==> src/pwct_pkg.sv <==
// Package for the pulse width capture timer: register map, field
// positions, reset values, mode and edge codes, and the state record.
// Assumes a 32-bit AXI4-Lite register bus with 8 decoded address bits.
`default_nettype none

package pwct_pkg;

  localparam int NUM_CH = 4;
  localparam int ADDR_W = 8;

  // Register byte offsets
  localparam logic [7:0] OFS_CTRL = 8'h00;
  localparam logic [7:0] OFS_MODE = 8'h04;
  localparam logic [7:0] OFS_OPT = 8'h08;
  localparam logic [7:0] OFS_EDGE = 8'h0C;
  localparam logic [7:0] OFS_CNT = 8'h10;
  localparam logic [7:0] OFS_CAP0 = 8'h14;
  localparam logic [7:0] OFS_CAP1 = 8'h18;
  localparam logic [7:0] OFS_CAP2 = 8'h1C;
  localparam logic [7:0] OFS_CAP3 = 8'h20;
  localparam logic [7:0] OFS_ISTS = 8'h24;
  localparam logic [7:0] OFS_IMASK = 8'h28;

  // Field positions
  localparam int CE_BIT = 0;
  localparam int OVF_BIT = 0;
  localparam int OVF_IRQ_BIT = 4;

  // Reset values
  localparam logic RST_CE = 1'h0;
  localparam logic [2:0] RST_MODE = 3'h0;
  localparam logic [7:0] RST_EDGE = 8'h00;
  localparam logic [4:0] RST_IMASK = 5'h00;

  // Mode selection codes
  localparam logic [2:0] MODE_FREE = 3'h5;
  localparam logic [2:0] MODE_PULSE = 3'h6;

  // Edge selection codes, two bits per channel
  localparam logic [1:0] EDGE_NONE = 2'h0;
  localparam logic [1:0] EDGE_RISE = 2'h1;
  localparam logic [1:0] EDGE_FALL = 2'h2;
  localparam logic [1:0] EDGE_BOTH = 2'h3;

  // Counter limits
  localparam logic [15:0] CNT_ZERO = 16'h0000;
  localparam logic [15:0] CNT_MAX = 16'hFFFF;
  localparam logic [15:0] CNT_ONE = 16'h0001;

  // AXI responses
  localparam logic [1:0] RESP_OKAY = 2'h0;
  localparam logic [1:0] RESP_SLVERR = 2'h2;

  typedef struct packed {
    logic ce;
    logic [2:0] mode;
    logic [7:0] edge_sel;
    logic ovf;
    logic [15:0] cnt;
    logic [3:0][15:0] cap;
    logic [4:0] ists;
    logic [4:0] imask;
    logic [3:0] s1;
    logic [3:0] s2;
    logic [3:0] s3;
    logic [3:0] cap_irq;
    logic ovf_irq;
    logic irq;
    logic awready;
    logic wready;
    logic bvalid;
    logic [1:0] bresp;
    logic aw_got;
    logic w_got;
    logic [7:0] waddr;
    logic [31:0] wdata;
    logic [3:0] wstrb;
    logic arready;
    logic rvalid;
    logic [31:0] rdata;
    logic [1:0] rresp;
  } pwct_state_t;

  localparam pwct_state_t RST_STATE = '0;

endpackage : pwct_pkg

`default_nettype wire

==> src/pwct_timer.sv <==
// Pulse width capture timer: 16-bit counter, four capture channels,
// shared overflow flag, sticky interrupt status and AXI4-Lite slave.
// Assumes capture inputs are asynchronous pins; counts on every aclk while count enable is set.
`timescale 1ns/1ps
`default_nettype none

// Contract
// RULE1: Mode code 110 selects pulse width measurement
// RULE2: Counter increments once count enable set
// RULE3: Edge captures count, clears counter, interrupts
// RULE4: At FFFFH overflow interrupt, wrap, continue
// RULE5: Overflow sets flag, held until cleared
// RULE6: Flag bit 0, cleared by zero write
// RULE7: Software uses one trigger, others no edge
// RULE8: Live counter readable in read-only register
// RULE9: Free-running: four channels capture independently
// RULE10: One overflow flag shared by all channels
// RULE11: Software counts overflows for long intervals
// RULE12: Long intervals: slower clock or software counting
// RULE13: Width is count plus overflows times 10000H
// RULE14: Free-running width is difference of captures
// RULE15: Early trigger after enable may misbehave
// RULE16: Disabled counter holds zero, no events
// RULE17: Inputs synchronised before edge detection
module pwct_timer
  import pwct_pkg::*;
(
  input wire logic aclk,
  input wire logic aresetn,
  input wire logic [7:0] s_axi_awaddr,
  input wire logic s_axi_awvalid,
  output logic s_axi_awready,
  input wire logic [31:0] s_axi_wdata,
  input wire logic [3:0] s_axi_wstrb,
  input wire logic s_axi_wvalid,
  output logic s_axi_wready,
  output logic [1:0] s_axi_bresp,
  output logic s_axi_bvalid,
  input wire logic s_axi_bready,
  input wire logic [7:0] s_axi_araddr,
  input wire logic s_axi_arvalid,
  output logic s_axi_arready,
  output logic [31:0] s_axi_rdata,
  output logic [1:0] s_axi_rresp,
  output logic s_axi_rvalid,
  input wire logic s_axi_rready,
  input wire logic [3:0] capture_input,
  output logic [3:0] capture_irq,
  output logic overflow_irq,
  output logic irq
);

  pwct_state_t q;
  pwct_state_t n;
  logic [3:0] edge_hit;

  // One edge qualifier per channel, fed from sync stages two and three
  pwct_edge_pick #(
    .CH(0)
  ) pwct_edge_pick_0 (
    .s_cur(q.s2),
    .s_prev(q.s3),
    .sel_all(q.edge_sel),
    .hit(edge_hit[0])
  );

  pwct_edge_pick #(
    .CH(1)
  ) pwct_edge_pick_1 (
    .s_cur(q.s2),
    .s_prev(q.s3),
    .sel_all(q.edge_sel),
    .hit(edge_hit[1])
  );

  pwct_edge_pick #(
    .CH(2)
  ) pwct_edge_pick_2 (
    .s_cur(q.s2),
    .s_prev(q.s3),
    .sel_all(q.edge_sel),
    .hit(edge_hit[2])
  );

  pwct_edge_pick #(
    .CH(3)
  ) pwct_edge_pick_3 (
    .s_cur(q.s2),
    .s_prev(q.s3),
    .sel_all(q.edge_sel),
    .hit(edge_hit[3])
  );

  // Register read mux; returns response and data
  function automatic logic [33:0] reg_read(
    input pwct_state_t s,
    input logic [7:0] addr
  );
    logic [31:0] d;
    logic [1:0] r;
    d = 32'h0000_0000;
    r = RESP_OKAY;
    case (addr)
      OFS_CTRL: begin
        d[CE_BIT] = s.ce;
      end
      OFS_MODE: begin
        d[2:0] = s.mode;
      end
      OFS_OPT: begin
        d[OVF_BIT] = s.ovf;
      end
      OFS_EDGE: begin
        d[7:0] = s.edge_sel;
      end
      OFS_CNT: begin
        d[15:0] = s.cnt; // RULE8
      end
      OFS_CAP0: begin
        d[15:0] = s.cap[0];
      end
      OFS_CAP1: begin
        d[15:0] = s.cap[1];
      end
      OFS_CAP2: begin
        d[15:0] = s.cap[2];
      end
      OFS_CAP3: begin
        d[15:0] = s.cap[3];
      end
      OFS_ISTS: begin
        d[4:0] = s.ists;
      end
      OFS_IMASK: begin
        d[4:0] = s.imask;
      end
      default: begin
        r = RESP_SLVERR;
      end
    endcase
    return {r, d};
  endfunction : reg_read

  // Writable offsets; counter and capture registers accept and ignore
  function automatic logic addr_mapped(input logic [7:0] addr);
    logic ok;
    case (addr)
      OFS_CTRL, OFS_MODE, OFS_OPT, OFS_EDGE, OFS_CNT: begin
        ok = 1'b1;
      end
      OFS_CAP0, OFS_CAP1, OFS_CAP2, OFS_CAP3: begin
        ok = 1'b1;
      end
      OFS_ISTS, OFS_IMASK: begin
        ok = 1'b1;
      end
      default: begin
        ok = 1'b0;
      end
    endcase
    return ok;
  endfunction : addr_mapped

  always_comb begin
    logic [3:0] hit;
    logic capturing;
    logic clear_cnt;
    logic ovf_evt;
    logic do_wr;
    logic lane0;
    logic [33:0] rd;
    hit = 4'h0;
    capturing = 1'b0;
    clear_cnt = 1'b0;
    ovf_evt = 1'b0;
    do_wr = 1'b0;
    lane0 = 1'b0;
    rd = '0;
    n = q;
    n.cap_irq = 4'h0;
    n.ovf_irq = 1'b0;

    // Two-stage synchroniser, then edge detect on stages two and three
    n.s1 = capture_input; // RULE17
    n.s2 = q.s1;
    n.s3 = q.s2;
    hit = edge_hit; // RULE17

    // Capture only in the two capture modes and only while enabled
    capturing = q.ce && (q.mode == MODE_FREE || q.mode == MODE_PULSE); // RULE16
    if (!capturing) begin
      hit = 4'h0;
    end
    clear_cnt = (q.mode == MODE_PULSE) && (hit != 4'h0); // RULE1

    // Counter; capture first cycle after enable stores zero
    if (!q.ce) begin
      n.cnt = CNT_ZERO; // RULE16
    end else if (clear_cnt) begin
      n.cnt = CNT_ZERO; // RULE3
    end else if (q.cnt == CNT_MAX) begin
      n.cnt = CNT_ZERO; // RULE4
      ovf_evt = 1'b1; // RULE4
    end else begin
      n.cnt = q.cnt + CNT_ONE; // RULE2
    end

    // Each channel latches the shared counter on its own edge
    for (int m = 0; m < NUM_CH; m++) begin
      if (hit[m]) begin
        n.cap[m] = q.cnt; // RULE3 RULE9 RULE15
        n.cap_irq[m] = 1'b1; // RULE3
      end
    end
    n.ovf_irq = ovf_evt; // RULE4

    // Write channel collection, either order
    if (s_axi_awvalid && q.awready) begin
      n.aw_got = 1'b1;
      n.waddr = s_axi_awaddr;
    end
    if (s_axi_wvalid && q.wready) begin
      n.w_got = 1'b1;
      n.wdata = s_axi_wdata;
      n.wstrb = s_axi_wstrb;
    end
    if (q.bvalid && s_axi_bready) begin
      n.bvalid = 1'b0;
    end

    // Register write once both halves are held
    do_wr = q.aw_got && q.w_got && !q.bvalid;
    lane0 = q.wstrb[0];
    if (do_wr) begin
      n.aw_got = 1'b0;
      n.w_got = 1'b0;
      n.bvalid = 1'b1;
      n.bresp = addr_mapped(q.waddr) ? RESP_OKAY : RESP_SLVERR;
      if (lane0) begin
        case (q.waddr)
          OFS_CTRL: begin
            n.ce = q.wdata[CE_BIT];
          end
          OFS_MODE: begin
            n.mode = q.wdata[2:0];
          end
          OFS_OPT: begin
            if (!q.wdata[OVF_BIT]) begin
              n.ovf = 1'b0; // RULE6
            end
          end
          OFS_EDGE: begin
            n.edge_sel = q.wdata[7:0];
          end
          OFS_ISTS: begin
            n.ists = q.ists & ~q.wdata[4:0];
          end
          OFS_IMASK: begin
            n.imask = q.wdata[4:0];
          end
          default: begin
            n.ce = q.ce;
          end
        endcase
      end
    end

    // Hardware sets win over software clears
    if (ovf_evt) begin
      n.ovf = 1'b1; // RULE5 RULE10
    end
    n.ists = n.ists | {ovf_evt, hit};

    // Read channel
    if (q.rvalid && s_axi_rready) begin
      n.rvalid = 1'b0;
    end
    if (s_axi_arvalid && q.arready) begin
      rd = reg_read(q, s_axi_araddr);
      n.rvalid = 1'b1;
      n.rresp = rd[33:32];
      n.rdata = rd[31:0];
    end

    n.awready = !n.aw_got && !n.bvalid;
    n.wready = !n.w_got && !n.bvalid;
    n.arready = !n.rvalid;
    n.irq = (n.ists & n.imask) != 5'h00;
  end

  always_ff @(posedge aclk) begin
    if (!aresetn) begin
      q <= RST_STATE;
    end else begin
      q <= n;
    end
  end

  assign s_axi_awready = q.awready;
  assign s_axi_wready = q.wready;
  assign s_axi_bvalid = q.bvalid;
  assign s_axi_bresp = q.bresp;
  assign s_axi_arready = q.arready;
  assign s_axi_rvalid = q.rvalid;
  assign s_axi_rdata = q.rdata;
  assign s_axi_rresp = q.rresp;
  assign capture_irq = q.cap_irq;
  assign overflow_irq = q.ovf_irq;
  assign irq = q.irq;

endmodule : pwct_timer

// Edge qualifier for one capture channel, chosen by CH
module pwct_edge_pick
  import pwct_pkg::*;
#(
  parameter int CH = 0
)
(
  input wire logic [3:0] s_cur,
  input wire logic [3:0] s_prev,
  input wire logic [7:0] sel_all,
  output logic hit
);

  logic rise;
  logic fall;

  assign rise = s_cur[CH] & ~s_prev[CH];
  assign fall = ~s_cur[CH] & s_prev[CH];

  always_comb begin
    case (sel_all[2*CH +: 2])
      EDGE_NONE: begin
        hit = 1'b0;
      end
      EDGE_RISE: begin
        hit = rise;
      end
      EDGE_FALL: begin
        hit = fall;
      end
      EDGE_BOTH: begin
        hit = rise | fall;
      end
      default: begin
        hit = 1'b0;
      end
    endcase
  end

endmodule : pwct_edge_pick

`default_nettype wire

==> config.mk <==
export PLATFORM = sky130hd
export DESIGN_NAME = pwct_timer
export DESIGN_NICKNAME = d
export VERILOG_FILES = /design/src/pwct_pkg.sv /design/src/pwct_timer.sv
export SDC_FILE = /design/constraint.sdc
export NUM_CORES = 1
export LEC_CHECK = 0
export ABC_CLOCK_PERIOD_IN_PS = 2000
export BUFFER_PORTS_ARGS = -buffer_cell sky130_fd_sc_hd__clkbuf_2
export CELL_PAD_IN_SITES_DETAIL_PLACEMENT = 1
export CELL_PAD_IN_SITES_GLOBAL_PLACEMENT = 1
export CORE_ASPECT_RATIO = 1.2
export CORE_UTILIZATION = 40
export CTS_CLUSTER_DIAMETER = 200
export CTS_CLUSTER_SIZE = 14
export DETAILED_ROUTE_END_ITERATION = 7
export PLACE_DENSITY_LB_ADDON = 0.12
export SLEW_MARGIN = 20
export SYNTH_ARGS = -nofsm -noshare
export SYNTH_HDL_FRONTEND = slang
export SYNTH_SLANG_ARGS = --single-unit
export TNS_END_PERCENT = 100
==> constraint.sdc <==
create_clock -name aclk -period 2 [get_ports aclk]
set_clock_uncertainty 0.05 [all_clocks]
set_input_delay 0 -clock aclk [delete_from_list [all_inputs] [get_ports aclk]]
set_output_delay 0 -clock aclk [all_outputs]
set_load 0.02 [all_outputs]
==> results of run 1 <==
[cells by family (layout without fill, tap and decap cells)]
group                    after synthesis  in the layout
AND/OR/NAND/NOR                      292            292
XOR/XNOR                              16             16
AO/OA/AOI/OAI                        130            130
multiplexers                          96             96
buffers and inverters                113            217
flip-flops                           163            163
adder cells (fa/ha/maj)                9              9
other                                  1             18
[worst paths after layout]
kind	cells past startpoint	end	start	slack [ns]
min	4	q[73]	s_axi_awvalid	0.02
max	10	q[192]	n[96]	0.05
min reg2reg	1	n[95]	n[99]	0.39
max reg2reg	10	q[192]	n[96]	0.05
[area by class of cell]
cell class	instances	area [µm²]	share of cell area (%)
Clock buffer	17	425	4.44
Clock inverter	15	179	1.87
Inverter	17	63.8	0.665
Multi-Input combinational cell	561	3960	41.3
Sequential cell	163	3270	34.1
Tap cell	252	315	3.29
Timing Repair Buffer	168	1380	14.4
[registers in the layout (all words and copies together), names as in the netlist]
register / count
s_axi_bvalid: 1
s_axi_wready: 1
s_axi_rdata: 16
s_axi_rvalid: 1
n: 8
irq: 1
capture_irq: 4
s_axi_awready: 1
s_axi_bresp: 1
s_axi_arready: 1
q: 126
overflow_irq: 1
s_axi_rresp: 1
[metrics by stage]
stage               power [µW]  instance area [µm²]    TNS, ns
finish                    7200                 9590          0
global route              7460                 9590     -0.405
CTS                       7250                 9290  -0.000598
detailed placement        3830                 8350      -2.12
global placement          3820                 8350    -0.0389
floorplan                 3710                 7690          0
[cell usage after synthesis (3+ instances only)]
cell | instances | area (µm²)
nor2b_1 | 97 | 607
inv_1 | 17 | 63.8
a221oi_1 | 12 | 105
nand2_1 | 74 | 278
xnor2_1 | 9 | 78.8
a22o_1 | 4 | 35.0
mux2_2 | 6 | 67.6
o211a_1 | 4 | 40.0
xor2_1 | 7 | 61.3
buf_2 | 13 | 65.1
dfxtp_1 | 163 | 3260
ha_1 | 9 | 113
o21a_1 | 3 | 22.5
nor3_1 | 14 | 70.1
and2_1 | 20 | 125
a31oi_1 | 9 | 56.3
mux2i_1 | 89 | 891
o31a_1 | 3 | 26.3
a21oi_1 | 19 | 95.1
o211ai_1 | 3 | 22.5
o21ai_0 | 22 | 110
a22oi_1 | 10 | 75.1
buf_4 | 45 | 338
and3_1 | 6 | 37.5
o21bai_1 | 3 | 22.5
clkbuf_1 | 33 | 124
nor2_1 | 36 | 135
nand4_1 | 8 | 50.1
nand3b_1 | 5 | 37.5
nand3_1 | 11 | 55.1
a21boi_0 | 24 | 180
[metal layers]
layer	part of all wire, %	track usage, %	vias to the layer above
li1	-	-	2976
met5	0	0	-
met1	43	27.7	3029
met4	3.3	10.5	0
met3	2.7	3.78	44
met2	51	41.3	121
[critical path: stages, from the launching register on]
cell,delay (ns)
dfxtp_2,0.33
buf_4,0.13
buf_4,0.12
ha_1,0.18
nand3b_1,0.15
nand4_1,0.12
o21ai_1,0.21
buf_4,0.17
nand4_1,0.11
buf_6,0.19
nor2_1,0.12
[cell usage in the layout (no fill, tap or decap), drive strengths merged, types with 3 or more instances in the layout]
master	netlist	layout
o211ai	3	3
ha	9	9
nor3	17	17
buf	62	73
clkinv	0	8
nand4	8	8
o31a	3	3
xor2	7	7
nor2	37	37
a21oi	19	19
o211a	4	4
nor2b	97	97
o21bai	3	3
a221oi	12	12
a31oi	9	9
or4	3	3
and3	6	6
dlygate4sd3	0	28
xnor2	9	9
o21a	3	3
mux2i	89	89
nand3	11	11
nand2	74	74
clkbuf	34	84
o21ai	23	23
bufinv	0	3
nor4	3	3
dfxtp	163	163
nand3b	5	5
inv	17	21
a21boi	25	25
mux2	6	6
conb	1	18
and2	20	20
a22oi	10	10
a22o	4	4
[power by group through the flow]
stage | registers, µW | logic [µW] | clock network (µW)
2_1_floorplan | 3410 | 305 | 0
3_3_place_gp | 3400 | 412 | 0
3_5_place_dp | 3410 | 422 | 0
4_1_cts | 3340 | 467 | 3440
5_1_grt | 3340 | 520 | 3590
6_report | 3340 | 479 | 3380
[what timing repair did]
action | in CTS | in global routing
hold buffers | 28 | 0
pin swaps | 1 | 4
endpoints found under the setup margin | 67 | 92
cloned | 0 | 4
hold endpoints to repair | 48 | 0
buffers inserted | 2 | 6
resized for setup | 12 | 31
==> impl_results.rst, run 1 <==
.. list-table::
   :header-rows: 1

   * - Metric
     - Value
   * - Effective utilization at floorplan
     - between 40% and 50%
   * - Dpl ws
     - -0.0855 ns
   * - Worst Max-Slew Pin Slew
     - between 0.8 and 0.9 ns
   * - CTS Buffer Depth
     - 2
   * - Synthesized-area fraction occupied by adder cells
     - ~1.5%
   * - Clock power frac
     - between 40% and 50%
   * - Utilization after layout
     - between 50% and 60%
   * - Total CTS buffers
     - 17
   * - Startpoint types
     - flip-flop
   * - Aggregate routed wire length
     - between 20,000 and 25,000 µm
   * - Setup repair after global routing missed its margin
     - yes
   * - Crit share post-route
     - approximately 97%
   * - Total power divided by cell area
     - 750 nW/µm²
   * - Proportion of synthesized chip area in sequential cells
     - a little over two fifths
   * - Asr flop ratio synth
     - 0%
   * - Vertical extent of the die
     - about 150 µm
   * - Mean post-synth cell area
     - 9.30 µm²
   * - Drt pass-1 iters
     - 4
   * - Run status
     - finished, final reports clean
   * - H-Tree Level Count
     - 4
   * - IO Count
     - 110
   * - Proportion of synthesized area in mux cells
     - between 10 and 15%
   * - Arr. time, crit path
     - 2.26 ns
   * - Relative max-transition margin
     - a little under half
   * - Layout overhead on the synthesized area
     - 25.8%
   * - Standard-cell rows
     - 54
   * - Clock-pin slew reported for the worst setup and hold paths after clock tree synthesis
     - about 0.070 ns
   * - Distinct cell type count of the synthesized netlist
     - 62
   * - Worst setup slack after layout
     - 0.0507 ns
   * - Layout fillers
     - 2,141
   * - Ant diodes
     - 0
   * - Total number of vias
     - around 6,200
   * - Ratio of routed vias to standard cells
     - 5.17
   * - Reg power frac
     - ~46%
   * - Share of synthesized cell area in and, or, nand and nor gates
     - between 20% and 30%
   * - Initial drt markers
     - 257
   * - Clock sink count
     - about 160
   * - Die width
     - roughly 130 µm
   * - Area of the mapped netlist
     - 7620 µm²
   * - CTS tree
     - done
   * - Worst min-delay path category
     - primary input to flip-flop
   * - Total instance count after detailed placement
     - between 1,000 and 1,500
   * - Post-layout instance count excluding filler cells
     - approximately 1,200
   * - Combined global-route utilization of all metal layers
     - between 20% and 30%
   * - Number of antenna violations at the first check in global routing
     - 0
   * - Die outline area
     - 19,600 µm²
   * - Share of post-route cells with drive strength above 1
     - between 20% and 30%
   * - Internal
     - 5480 µW
   * - Number of flops mapped to enable cells by yosys
     - 0
   * - Net Sw Power
     - ~1700 µW
   * - IR Drop Worst-Case VDD
     - 0.000618 V
   * - Via count of the first global-routing pass
     - around 6,600
   * - Largest net degree at the start of global routing
     - 57
   * - Buffers added on ports
     - 64
   * - Biggest fanout along the worst timing path
     - 14
   * - Category of the critical setup timing path
     - flip-flop to flip-flop
   * - Number of max-capacitance violations reported
     - 0
   * - Required time at the worst-slack endpoint
     - between 2 and 2.5 ns
   * - Global-route wire length before repair
     - around 35,000 µm
   * - Shortest clock period the worst path allows after layout
     - about 2 ns
   * - Main synth FF type
     - dfxtp_1
   * - Static leakage
     - about 0.0035 µW
   * - Largest family of logic cells by synthesized area
     - simple AND/OR/NAND/NOR gates
   * - Overflow after GRT
     - 0
   * - Gate Count Post-Synth
     - slightly above 800
   * - Worst hold slack
     - slightly below 0.02 ns
   * - Fin. Hold Viols
     - 0
   * - Later-pin clock latency in the skew report
     - 0.43 ns
   * - Complex-gate fraction of the synthesized area
     - a little under an eighth
   * - Routed wire length per instance
     - roughly 19 µm
   * - Core area
     - between 15,000 and 20,000 µm²
   * - Final Setup Violations
     - 0
   * - DRC violation count after routing
     - 0
   * - Fraction of synthesized cell area in xor and xnor cells
     - 1.84%
   * - Count of pins over their slew limit
     - 0
   * - Post-layout nets
     - 1,000
   * - Max Clk Rate
     - a little over 0.5 GHz
   * - Antenna-violating nets left
     - 0
   * - Yosys warnings
     - 0
   * - Fraction of power spent switching nets
     - a little under a quarter
   * - Count of state elements after synthesis
     - about 160
   * - HPWL after detailed placement
     - 15,700 µm
   * - Final weighted congestion in routability-driven placement
     - 0.844
   * - Clock Root Buffer
     - clkbuf_16
   * - Capturing element type of the critical path
     - flip-flop
   * - Logic gate share of total power
     - roughly 6.7%
Note: power is estimated with default switching activity, not from simulation.
==> run 2, diff against run 1 <==
ABC_AREA = 1   (was not set)
CORE_UTILIZATION = 37   (was 40)
==> run 2 against run 1 <==
- global-route usage fell by 2.0 points
- core utilization shrank 6.4 points
- hold slack worse by 0.00054 ns
- critical endpoint is now q[183]
- largest cell class is now flip-flops and latches
==> impl_results.rst, run 2 <==
.. list-table::
   :header-rows: 1

   * - Metric
     - Value
   * - Drt pass-1 iters
     - 5 (was 4)
   * - Count of state elements after synthesis
     - 163 (unchanged)
   * - Effective utilization at floorplan
     - 38.0% (was 41.3%)
   * - Total CTS buffers
     - 17 (unchanged)
   * - Routed wire length per instance
     - 15.4 µm (was 19.2 µm)
   * - Proportion of synthesized chip area in sequential cells
     - 45.3% (was 42.8%)
   * - Worst hold slack
     - 0.0190 ns (was 0.0195 ns)
   * - Share of post-route cells with drive strength above 1
     - 16.4% (was 23.1%)
   * - Clock sink count
     - 163 (unchanged)
   * - Cell types with the highest counts after synthesis
     - dfxtp_1, nand2_1, o21ai_0, inv_1, nor2_1 (was dfxtp_1, nor2b_1, mux2i_1, nand2_1, buf_4)
   * - Category of the critical setup timing path
     - flip-flop to flip-flop (unchanged)
   * - Most frequent standard cell in the layout excluding fill and tap cells
     - dfxtp_1 (unchanged)
   * - Total number of vias
     - 6,388 (was 6,170)
   * - Area share of the leading cell type in the synthesized netlist
     - 45.3% (was 42.8%)
   * - Flip-flop and latch area
     - 3260 µm² (was 3270 µm²)
   * - Most flops, register
     - q (unchanged)
   * - Initial drt markers
     - 202 (was 257)
   * - IR Drop Worst-Case VDD
     - 0.000502 V (was 0.000618 V)
   * - Gate Count Post-Synth
     - 976 (was 820)
   * - Reg power frac
     - 45.5% (was 46.4%)
   * - Internal
     - 5590 µW (was 5480 µW)
   * - Met2 Resource Use GR
     - 39.9% (was 41.3%)
   * - Largest register FFs
     - 126 (unchanged)
   * - Clock-pin slew reported for the worst setup and hold paths after clock tree synthesis
     - 0.06 ns (was 0.07 ns)
   * - Layout fillers
     - 2,401 (was 2,141)
   * - Met3 GRT Util
     - 2.91% (was 3.78%)
   * - Core area
     - 18,900 µm² (was 18,400 µm²)
   * - Overflow after GRT
     - 0 (unchanged)
   * - Relative max-transition margin
     - 66.2% (was 46.0%)
   * - Ratio of routed vias to standard cells
     - 4.81 (was 5.17)
   * - Dpl ws
     - 0.0662 ns (was -0.0855 ns)
   * - Cell Chain, Critical Path
     - inv_1 > ha_1 > nand3b_1 > nand3_1 > o21ai_0 > nand3_2 > nand2_1 > nand3_2 > buf_12 > a21oi_1 (was buf_4 > buf_4 > ha_1 > nand3b_1 > nand4_1 > o21ai_1 > buf_4 > nand4_1 > buf_6 > nor2_1)
   * - Area of the mapped netlist
     - 7200 µm² (was 7620 µm²)
   * - Largest net degree at the start of global routing
     - 64 (was 57)
   * - Crit share post-route
     - 94.0% (was 97.5%)
   * - Commonest non-fill, non-tap cells in the layout
     - dfxtp_1, nand2_1, o21ai_0 (was dfxtp_1, nor2b_1, mux2i_1)
   * - Yosys warnings
     - 0 (unchanged)
   * - Die outline area
     - 20,000 µm² (was 19,600 µm²)
   * - Asr flop ratio synth
     - 0% (unchanged)
   * - Cell types with the largest area share after synthesis
     - dfxtp_1, o21ai_0, nand2_1, a21oi_1, inv_1 (was dfxtp_1, mux2i_1, nor2b_1, buf_4, nand2_1)
   * - Antenna-violating nets left
     - 0 (unchanged)
   * - Mean post-synth cell area
     - 7.38 µm² (was 9.30 µm²)
   * - Most repeated cell in the gate-level netlist after synthesis
     - dfxtp_1 (unchanged)
   * - Met1 track utilization from global routing
     - 24.4% (was 27.7%)
   * - Later-pin clock latency in the skew report
     - 0.44 ns (was 0.43 ns)
   * - Clock Root Buffer
     - clkbuf_16 (unchanged)
   * - Ant diodes
     - 0 (unchanged)
   * - Layout overhead on the synthesized area
     - 20.0% (was 25.8%)
   * - Number of flops mapped to enable cells by yosys
     - 0 (unchanged)
   * - Combined global-route utilization of all metal layers
     - 21.5% (was 23.4%)
   * - Multi-input logic area
     - 3060 µm² (was 3960 µm²)
   * - Startpoint types
     - flip-flop (unchanged)
   * - Capturing element type of the critical path
     - flip-flop (unchanged)
   * - Distinct cell type count of the synthesized netlist
     - 40 (was 62)
   * - Via count of the first global-routing pass
     - 6,301 (was 6,600)
   * - IO Count
     - 110 (unchanged)
   * - Max Clk Rate
     - 0.532 GHz (was 0.513 GHz)
   * - Count of pins over their slew limit
     - 0 (unchanged)
   * - Cell repeated most along the worst path
     - nand3_2 (was buf_4)
   * - Shortest clock period the worst path allows after layout
     - 1.88 ns (was 1.95 ns)
   * - Standard-cell rows
     - 55 (was 54)
   * - Number of max-capacitance violations reported
     - 0 (unchanged)
   * - Largest area contributor in the synthesized netlist
     - dfxtp_1 (unchanged)
   * - Run status
     - finished, final reports clean (unchanged)
   * - CTS tree
     - done (unchanged)
   * - Main synth FF type
     - dfxtp_1 (unchanged)
   * - Slowest stage delay, CP
     - 0.35 ns (was 0.33 ns)
   * - Buffers added on ports
     - 64 (unchanged)
   * - Slowest cell on the critical path
     - dfxtp_1 (was dfxtp_2)
   * - DRC violation count after routing
     - 0 (unchanged)
   * - Clock power frac
     - 48.6% (was 46.9%)
   * - CTS Buffer Depth
     - 2 (unchanged)
   * - Worst setup slack after layout
     - 0.120 ns (was 0.0507 ns)
   * - Net Sw Power
     - 1760 µW (was 1720 µW)
   * - Die width
     - 129 µm (was 128 µm)
   * - Logic gate share of total power
     - 5.9% (was 6.7%)
   * - Number of antenna violations at the first check in global routing
     - 0 (unchanged)
   * - GRT busiest layer
     - met2 (unchanged)
   * - Fin. Hold Viols
     - 0 (unchanged)
   * - Vertical extent of the die
     - 155 µm (was 153 µm)
   * - Worst Max-Slew Pin Slew
     - 0.506 ns (was 0.809 ns)
   * - Biggest fanout along the worst timing path
     - 16 (was 14)
   * - Global-route wire length before repair
     - 32,500 µm (was 35,200 µm)
   * - Aggregate routed wire length
     - 20,500 µm (was 22,900 µm)
   * - H-Tree Level Count
     - 4 (unchanged)
   * - Required time at the worst-slack endpoint
     - 2.31 ns (about the same)
   * - Static leakage
     - 0.00363 µW (was 0.00354 µW)
   * - HPWL after detailed placement
     - 14,700 µm (was 15,700 µm)
   * - Post-layout nets
     - 1,131 (was 1,000)
   * - Arr. time, crit path
     - 2.19 ns (was 2.26 ns)
   * - Total power divided by cell area
     - 851 nW/µm² (was 750 nW/µm²)
   * - Fraction of power spent switching nets
     - 23.9% (about the same)
   * - Final Setup Violations
     - 0 (unchanged)
   * - Final weighted congestion in routability-driven placement
     - 0.814 (was 0.844)
   * - Utilization after layout
     - 45.6% (was 52.0%)
   * - Worst min-delay path category
     - primary input to flip-flop (unchanged)
-- run 2: changes by cell type after synthesis, moves of 15 or more --
cell,previous run,this run
a21boi_0,24,0
a21oi_1,19,98
and2_1,20,0
inv_1,17,112
mux2i_1,89,0
nand2_1,74,149
nand3_1,11,33
nor2_1,36,110
nor2b_1,97,0
o21ai_0,22,124
o22ai_1,1,16
-- run 2: area by class of cell --
cell class | instances | area share, %
clock buffer | 17 | 4.92
clock inverter | 15 | 2.58
inverter | 124 | 5.42
multi-input combinational | 628 | 35.4
sequential | 163 | 37.8
tap | 256 | 3.71
timing repair buffer | 125 | 10.2
-- run 2: final timing paths --
kind	from	to	cells after the start	slack [ns]
min reg2reg	n[97]	n[93]	2	0.36
min	s_axi_arvalid	s_axi_rdata[2]	5	0.02
max	n[94]	q[183]	10	0.12
max reg2reg	n[94]	q[183]	10	0.12
-- run 2: power by group through the flow --
stage | Combinational (µW) | Clock, µW | Sequential (µW)
2_1_floorplan | 290 | 0 | 3420
3_3_place_gp | 397 | 0 | 3420
3_5_place_dp | 401 | 0 | 3420
4_1_cts | 440 | 3660 | 3340
5_1_grt | 481 | 3800 | 3350
6_report | 431 | 3570 | 3340
-- run 2: layer usage --
| metal | vias to the layer above | share of wire (%) |
|---|---|---|
| met5 | - | 0 |
| met1 | 3009 | 43 |
| li1 | 3274 | - |
| met2 | 80 | 53 |
| met4 | 0 | 2.2 |
| met3 | 25 | 1.8 |
-- run 2: cell families (layout without fill, tap and decap cells) --
group                      count (synthesis)  count (layout)  synth area share (%)
DFF                                      163             163                  45.3
adders and majority gates                  9               9                  1.56
buffers and inverters                    202             281                  13.1
AOI/OAI and AO/OA                        253             253                  18.5
and+or+nand+nor                          344             344                  20.9
xor gates and xnor gates                   4               4                 0.487
other                                      1              18                0.0521
-- run 2: through the flow --
| step | TNS [ns] | instance area [µm²] | cells | power, µW |
|---|---|---|---|---|
| after floorplan | 0 | 7260 | 993 | 3710 |
| after global placement | 0 | 7730 | 1270 | 3810 |
| after detailed placement | 0 | 7730 | 1270 | 3820 |
| after CTS | 0 | 8610 | 1326 | 7440 |
| after global routing | -0.00615 | 8640 | 1328 | 7640 |
| final | 0 | 8640 | 1328 | 7350 |
-- run 2: worst max-delay path: cells and delay by family, from the launching register on --
family / cells / cell delay, ns
buf+inv: 2 / 0.22
compound gates: 2 / 0.37
simple gates: 5 / 0.54
flops: 1 / 0.35
fa+ha+maj: 1 / 0.26
-- run 2: repair_timing --
action	in CTS	in global routing
setup buffers	0	2
endpoints found under the setup margin	0	35
gates resized for setup	0	7
endpoints found under the hold margin	47	0
hold buffers	24	0
==> run 3, diff against run 2 <==
CELL_PAD_IN_SITES_DETAIL_PLACEMENT = 2   (was 1)
CELL_PAD_IN_SITES_GLOBAL_PLACEMENT = 2   (was 1)
CORE_UTILIZATION = 29   (was 37)
==> run 3 against run 2 <==
- cell area up 1.9%
- core utilization shrank 9.2 points
- critical path depth stayed put
- maximum frequency increased by 2.5%
- via count rose by 3.7%
- hold slack got worse by 0.0026 ns
- critical path type unchanged
==> impl_results.rst, run 3 (same netlist as run 2, synthesis figures left out) <==
.. list-table::
   :header-rows: 1

   * - Metric
     - Value
   * - Via count of the first global-routing pass
     - 7,117 (was 6,301)
   * - Slowest stage delay, CP
     - 0.37 ns (was 0.35 ns)
   * - IO Count
     - 110 (unchanged)
   * - Utilization after layout
     - 36.5% (was 45.6%)
   * - Post-layout instance count excluding filler cells
     - 1,403 (was 1,328)
   * - Count of pins over their slew limit
     - 0 (unchanged)
   * - Largest net degree at the start of global routing
     - 57 (was 64)
   * - Static leakage
     - 0.00365 µW (was 0.00363 µW)
   * - Final weighted congestion in routability-driven placement
     - 0.774 (was 0.814)
   * - Worst Max-Slew Pin Slew
     - 0.532 ns (was 0.506 ns)
   * - DRC violation count after routing
     - 0 (unchanged)
   * - Ratio of routed vias to standard cells
     - 4.72 (was 4.81)
   * - Slowest cell on the critical path
     - dfxtp_1 (unchanged)
   * - Initial drt markers
     - 200 (was 202)
   * - Aggregate routed wire length
     - 23,800 µm (was 20,500 µm)
   * - HPWL after detailed placement
     - 16,500 µm (was 14,700 µm)
   * - CTS Buffer Depth
     - 2 (unchanged)
   * - Startpoint types
     - flip-flop (unchanged)
   * - Most frequent standard cell in the layout excluding fill and tap cells
     - dfxtp_1 (unchanged)
   * - Combined global-route utilization of all metal layers
     - 19.5% (was 21.5%)
   * - Buffers added on ports
     - 64 (unchanged)
   * - Max Clk Rate
     - 0.545 GHz (was 0.532 GHz)
   * - Die outline area
     - 25,500 µm² (was 20,000 µm²)
   * - Post-layout nets
     - 1,142 (was 1,131)
   * - Share of post-route cells with drive strength above 1
     - 16.0% (was 16.4%)
   * - Dpl ws
     - 0.0876 ns (was 0.0662 ns)
   * - Clock sink count
     - 163 (unchanged)
   * - Layout overhead on the synthesized area
     - 22.3% (was 20.0%)
   * - Fin. Hold Viols
     - 0 (unchanged)
   * - Most flops, register
     - q (unchanged)
   * - IR Drop Worst-Case VDD
     - 0.000563 V (was 0.000502 V)
   * - Total number of vias
     - 6,623 (was 6,388)
   * - Number of buffers inserted by post-CTS setup repair
     - 0 (unchanged)
   * - Power consumption
     - 7040 µW (was 7350 µW)
   * - Clock-pin slew reported for the worst setup and hold paths after clock tree synthesis
     - 0.07 ns (was 0.06 ns)
   * - Shortest clock period the worst path allows after layout
     - 1.83 ns (was 1.88 ns)
   * - Required time at the worst-slack endpoint
     - 2.26 ns (was 2.31 ns)
   * - Ant diodes
     - 0 (unchanged)
   * - Overflow after GRT
     - 0 (unchanged)
   * - Capturing element type of the critical path
     - flip-flop (unchanged)
   * - Commonest non-fill, non-tap cells in the layout
     - dfxtp_1, nand2_1, o21ai_0 (unchanged)
   * - Global-route wire length before repair
     - 38,300 µm (was 32,500 µm)
   * - Total power divided by cell area
     - 800 nW/µm² (was 851 nW/µm²)
   * - Drt pass-1 iters
     - 4 (was 5)
   * - Worst min-delay path category
     - primary input to flip-flop (unchanged)
   * - Biggest fanout along the worst timing path
     - 20 (was 16)
   * - Run status
     - finished, final reports clean (unchanged)
   * - Total instance count after detailed placement
     - 1,332 (was 1,270)
   * - Antenna-violating nets left
     - 0 (unchanged)
   * - Standard-cell rows
     - 62 (was 55)
   * - H-Tree Level Count
     - 4 (unchanged)
   * - Total CTS buffers
     - 17 (unchanged)
   * - Clock Root Buffer
     - clkbuf_16 (unchanged)
   * - Effective utilization at floorplan
     - 29.8% (was 38.0%)
   * - Final Setup Violations
     - 0 (unchanged)
   * - Number of antenna violations at the first check in global routing
     - 0 (unchanged)
   * - Category of the critical setup timing path
     - flip-flop to flip-flop (unchanged)
   * - CTS tree
     - done (unchanged)
   * - Crit share post-route
     - 91.7% (was 94.0%)
   * - Clock power frac
     - 45.9% (was 48.6%)
   * - Internal
     - 5260 µW (was 5590 µW)
   * - Arr. time, crit path
     - 2.10 ns (was 2.19 ns)
   * - Number of max-capacitance violations reported
     - 0 (unchanged)
   * - Fraction of power spent switching nets
     - 25.4% (was 23.9%)
   * - Vertical extent of the die
     - 175 µm (was 155 µm)
   * - Core area
     - 24,100 µm² (was 18,900 µm²)
   * - Logic gate share of total power
     - 6.6% (was 5.9%)
   * - Cell Chain, Critical Path
     - inv_1 > ha_1 > nand2_1 > nand2_1 > o21ai_1 > nand2_2 > buf_4 > buf_12 > o21ai_1 > a21oi_1 (was inv_1 > ha_1 > nand3b_1 > nand3_1 > o21ai_0 > nand3_2 > nand2_1 > nand3_2 > buf_12 > a21oi_1)
   * - Relative max-transition margin
     - 64.4% (was 66.2%)
   * - Later-pin clock latency in the skew report
     - 0.43 ns (was 0.44 ns)
   * - Largest register FFs
     - 126 (unchanged)
   * - Die width
     - 146 µm (was 129 µm)
   * - Routed wire length per instance
     - 16.9 µm (was 15.4 µm)
   * - Worst hold slack
     - 0.0164 ns (was 0.0190 ns)
   * - Reg power frac
     - 47.5% (was 45.5%)
   * - Net Sw Power
     - 1790 µW (was 1760 µW)
   * - Worst setup slack after layout
     - 0.167 ns (was 0.120 ns)
run 3: routing by layer:
metal  track usage [%]  part of all wire (%)
met5                 0                     0
met4              4.74                  0.76
met3              2.77                   1.5
met2              36.6                    53
met1              23.1                    45
run 3: final timing paths:
kind | slack [ns] | from | depth (start not counted) | endpoint
hold reg to reg | 0.37 | n[98] | 2 | n[94]
setup / recovery | 0.17 | n[95] | 10 | q[162]
setup reg to reg | 0.17 | n[95] | 10 | q[162]
hold / removal | 0.02 | s_axi_arvalid | 6 | s_axi_rdata[14]
run 3: repair_timing:
item                                    4_1_cts  5_1_grt
gates resized for setup                       2       12
pin swaps                                     0        1
hold buffers                                 39        0
endpoints found under the setup margin        4       49
endpoints found under the hold margin        36        0
run 3: area by class of cell:
type / instances / area [µm²]
flip-flops and latches: 163 / 3260
repair buffers: 136 / 1040
multi-input cells: 628 / 3070
clock buffers: 19 / 443
fillers: 2860 / 15300
inverters: 124 / 469
well taps: 320 / 400
clock inverters: 13 / 125
run 3: stage by stage:
step | instance area [µm²] | TNS, ns
after floorplan | 7260 | 0
after global placement | 7830 | 0
after detailed placement | 7830 | 0
after CTS | 8790 | 0
after global routing | 8800 | -0.00926
final | 8800 | 0
run 3: power groups by stage:
stage	combinational, µW	clock, µW	sequential [µW]
2_1_floorplan	290	0	3420
3_3_place_gp	396	0	3420
3_5_place_dp	402	0	3420
4_1_cts	469	3320	3350
5_1_grt	524	3440	3350
6_report	466	3230	3350
run 3: critical path: cells and delay by family (launching register included):
family	cells	cell delay (ns)
compound gates	3	0.36
fa+ha+maj	1	0.28
buf+inv	3	0.39
flops	1	0.37
simple gates	3	0.25
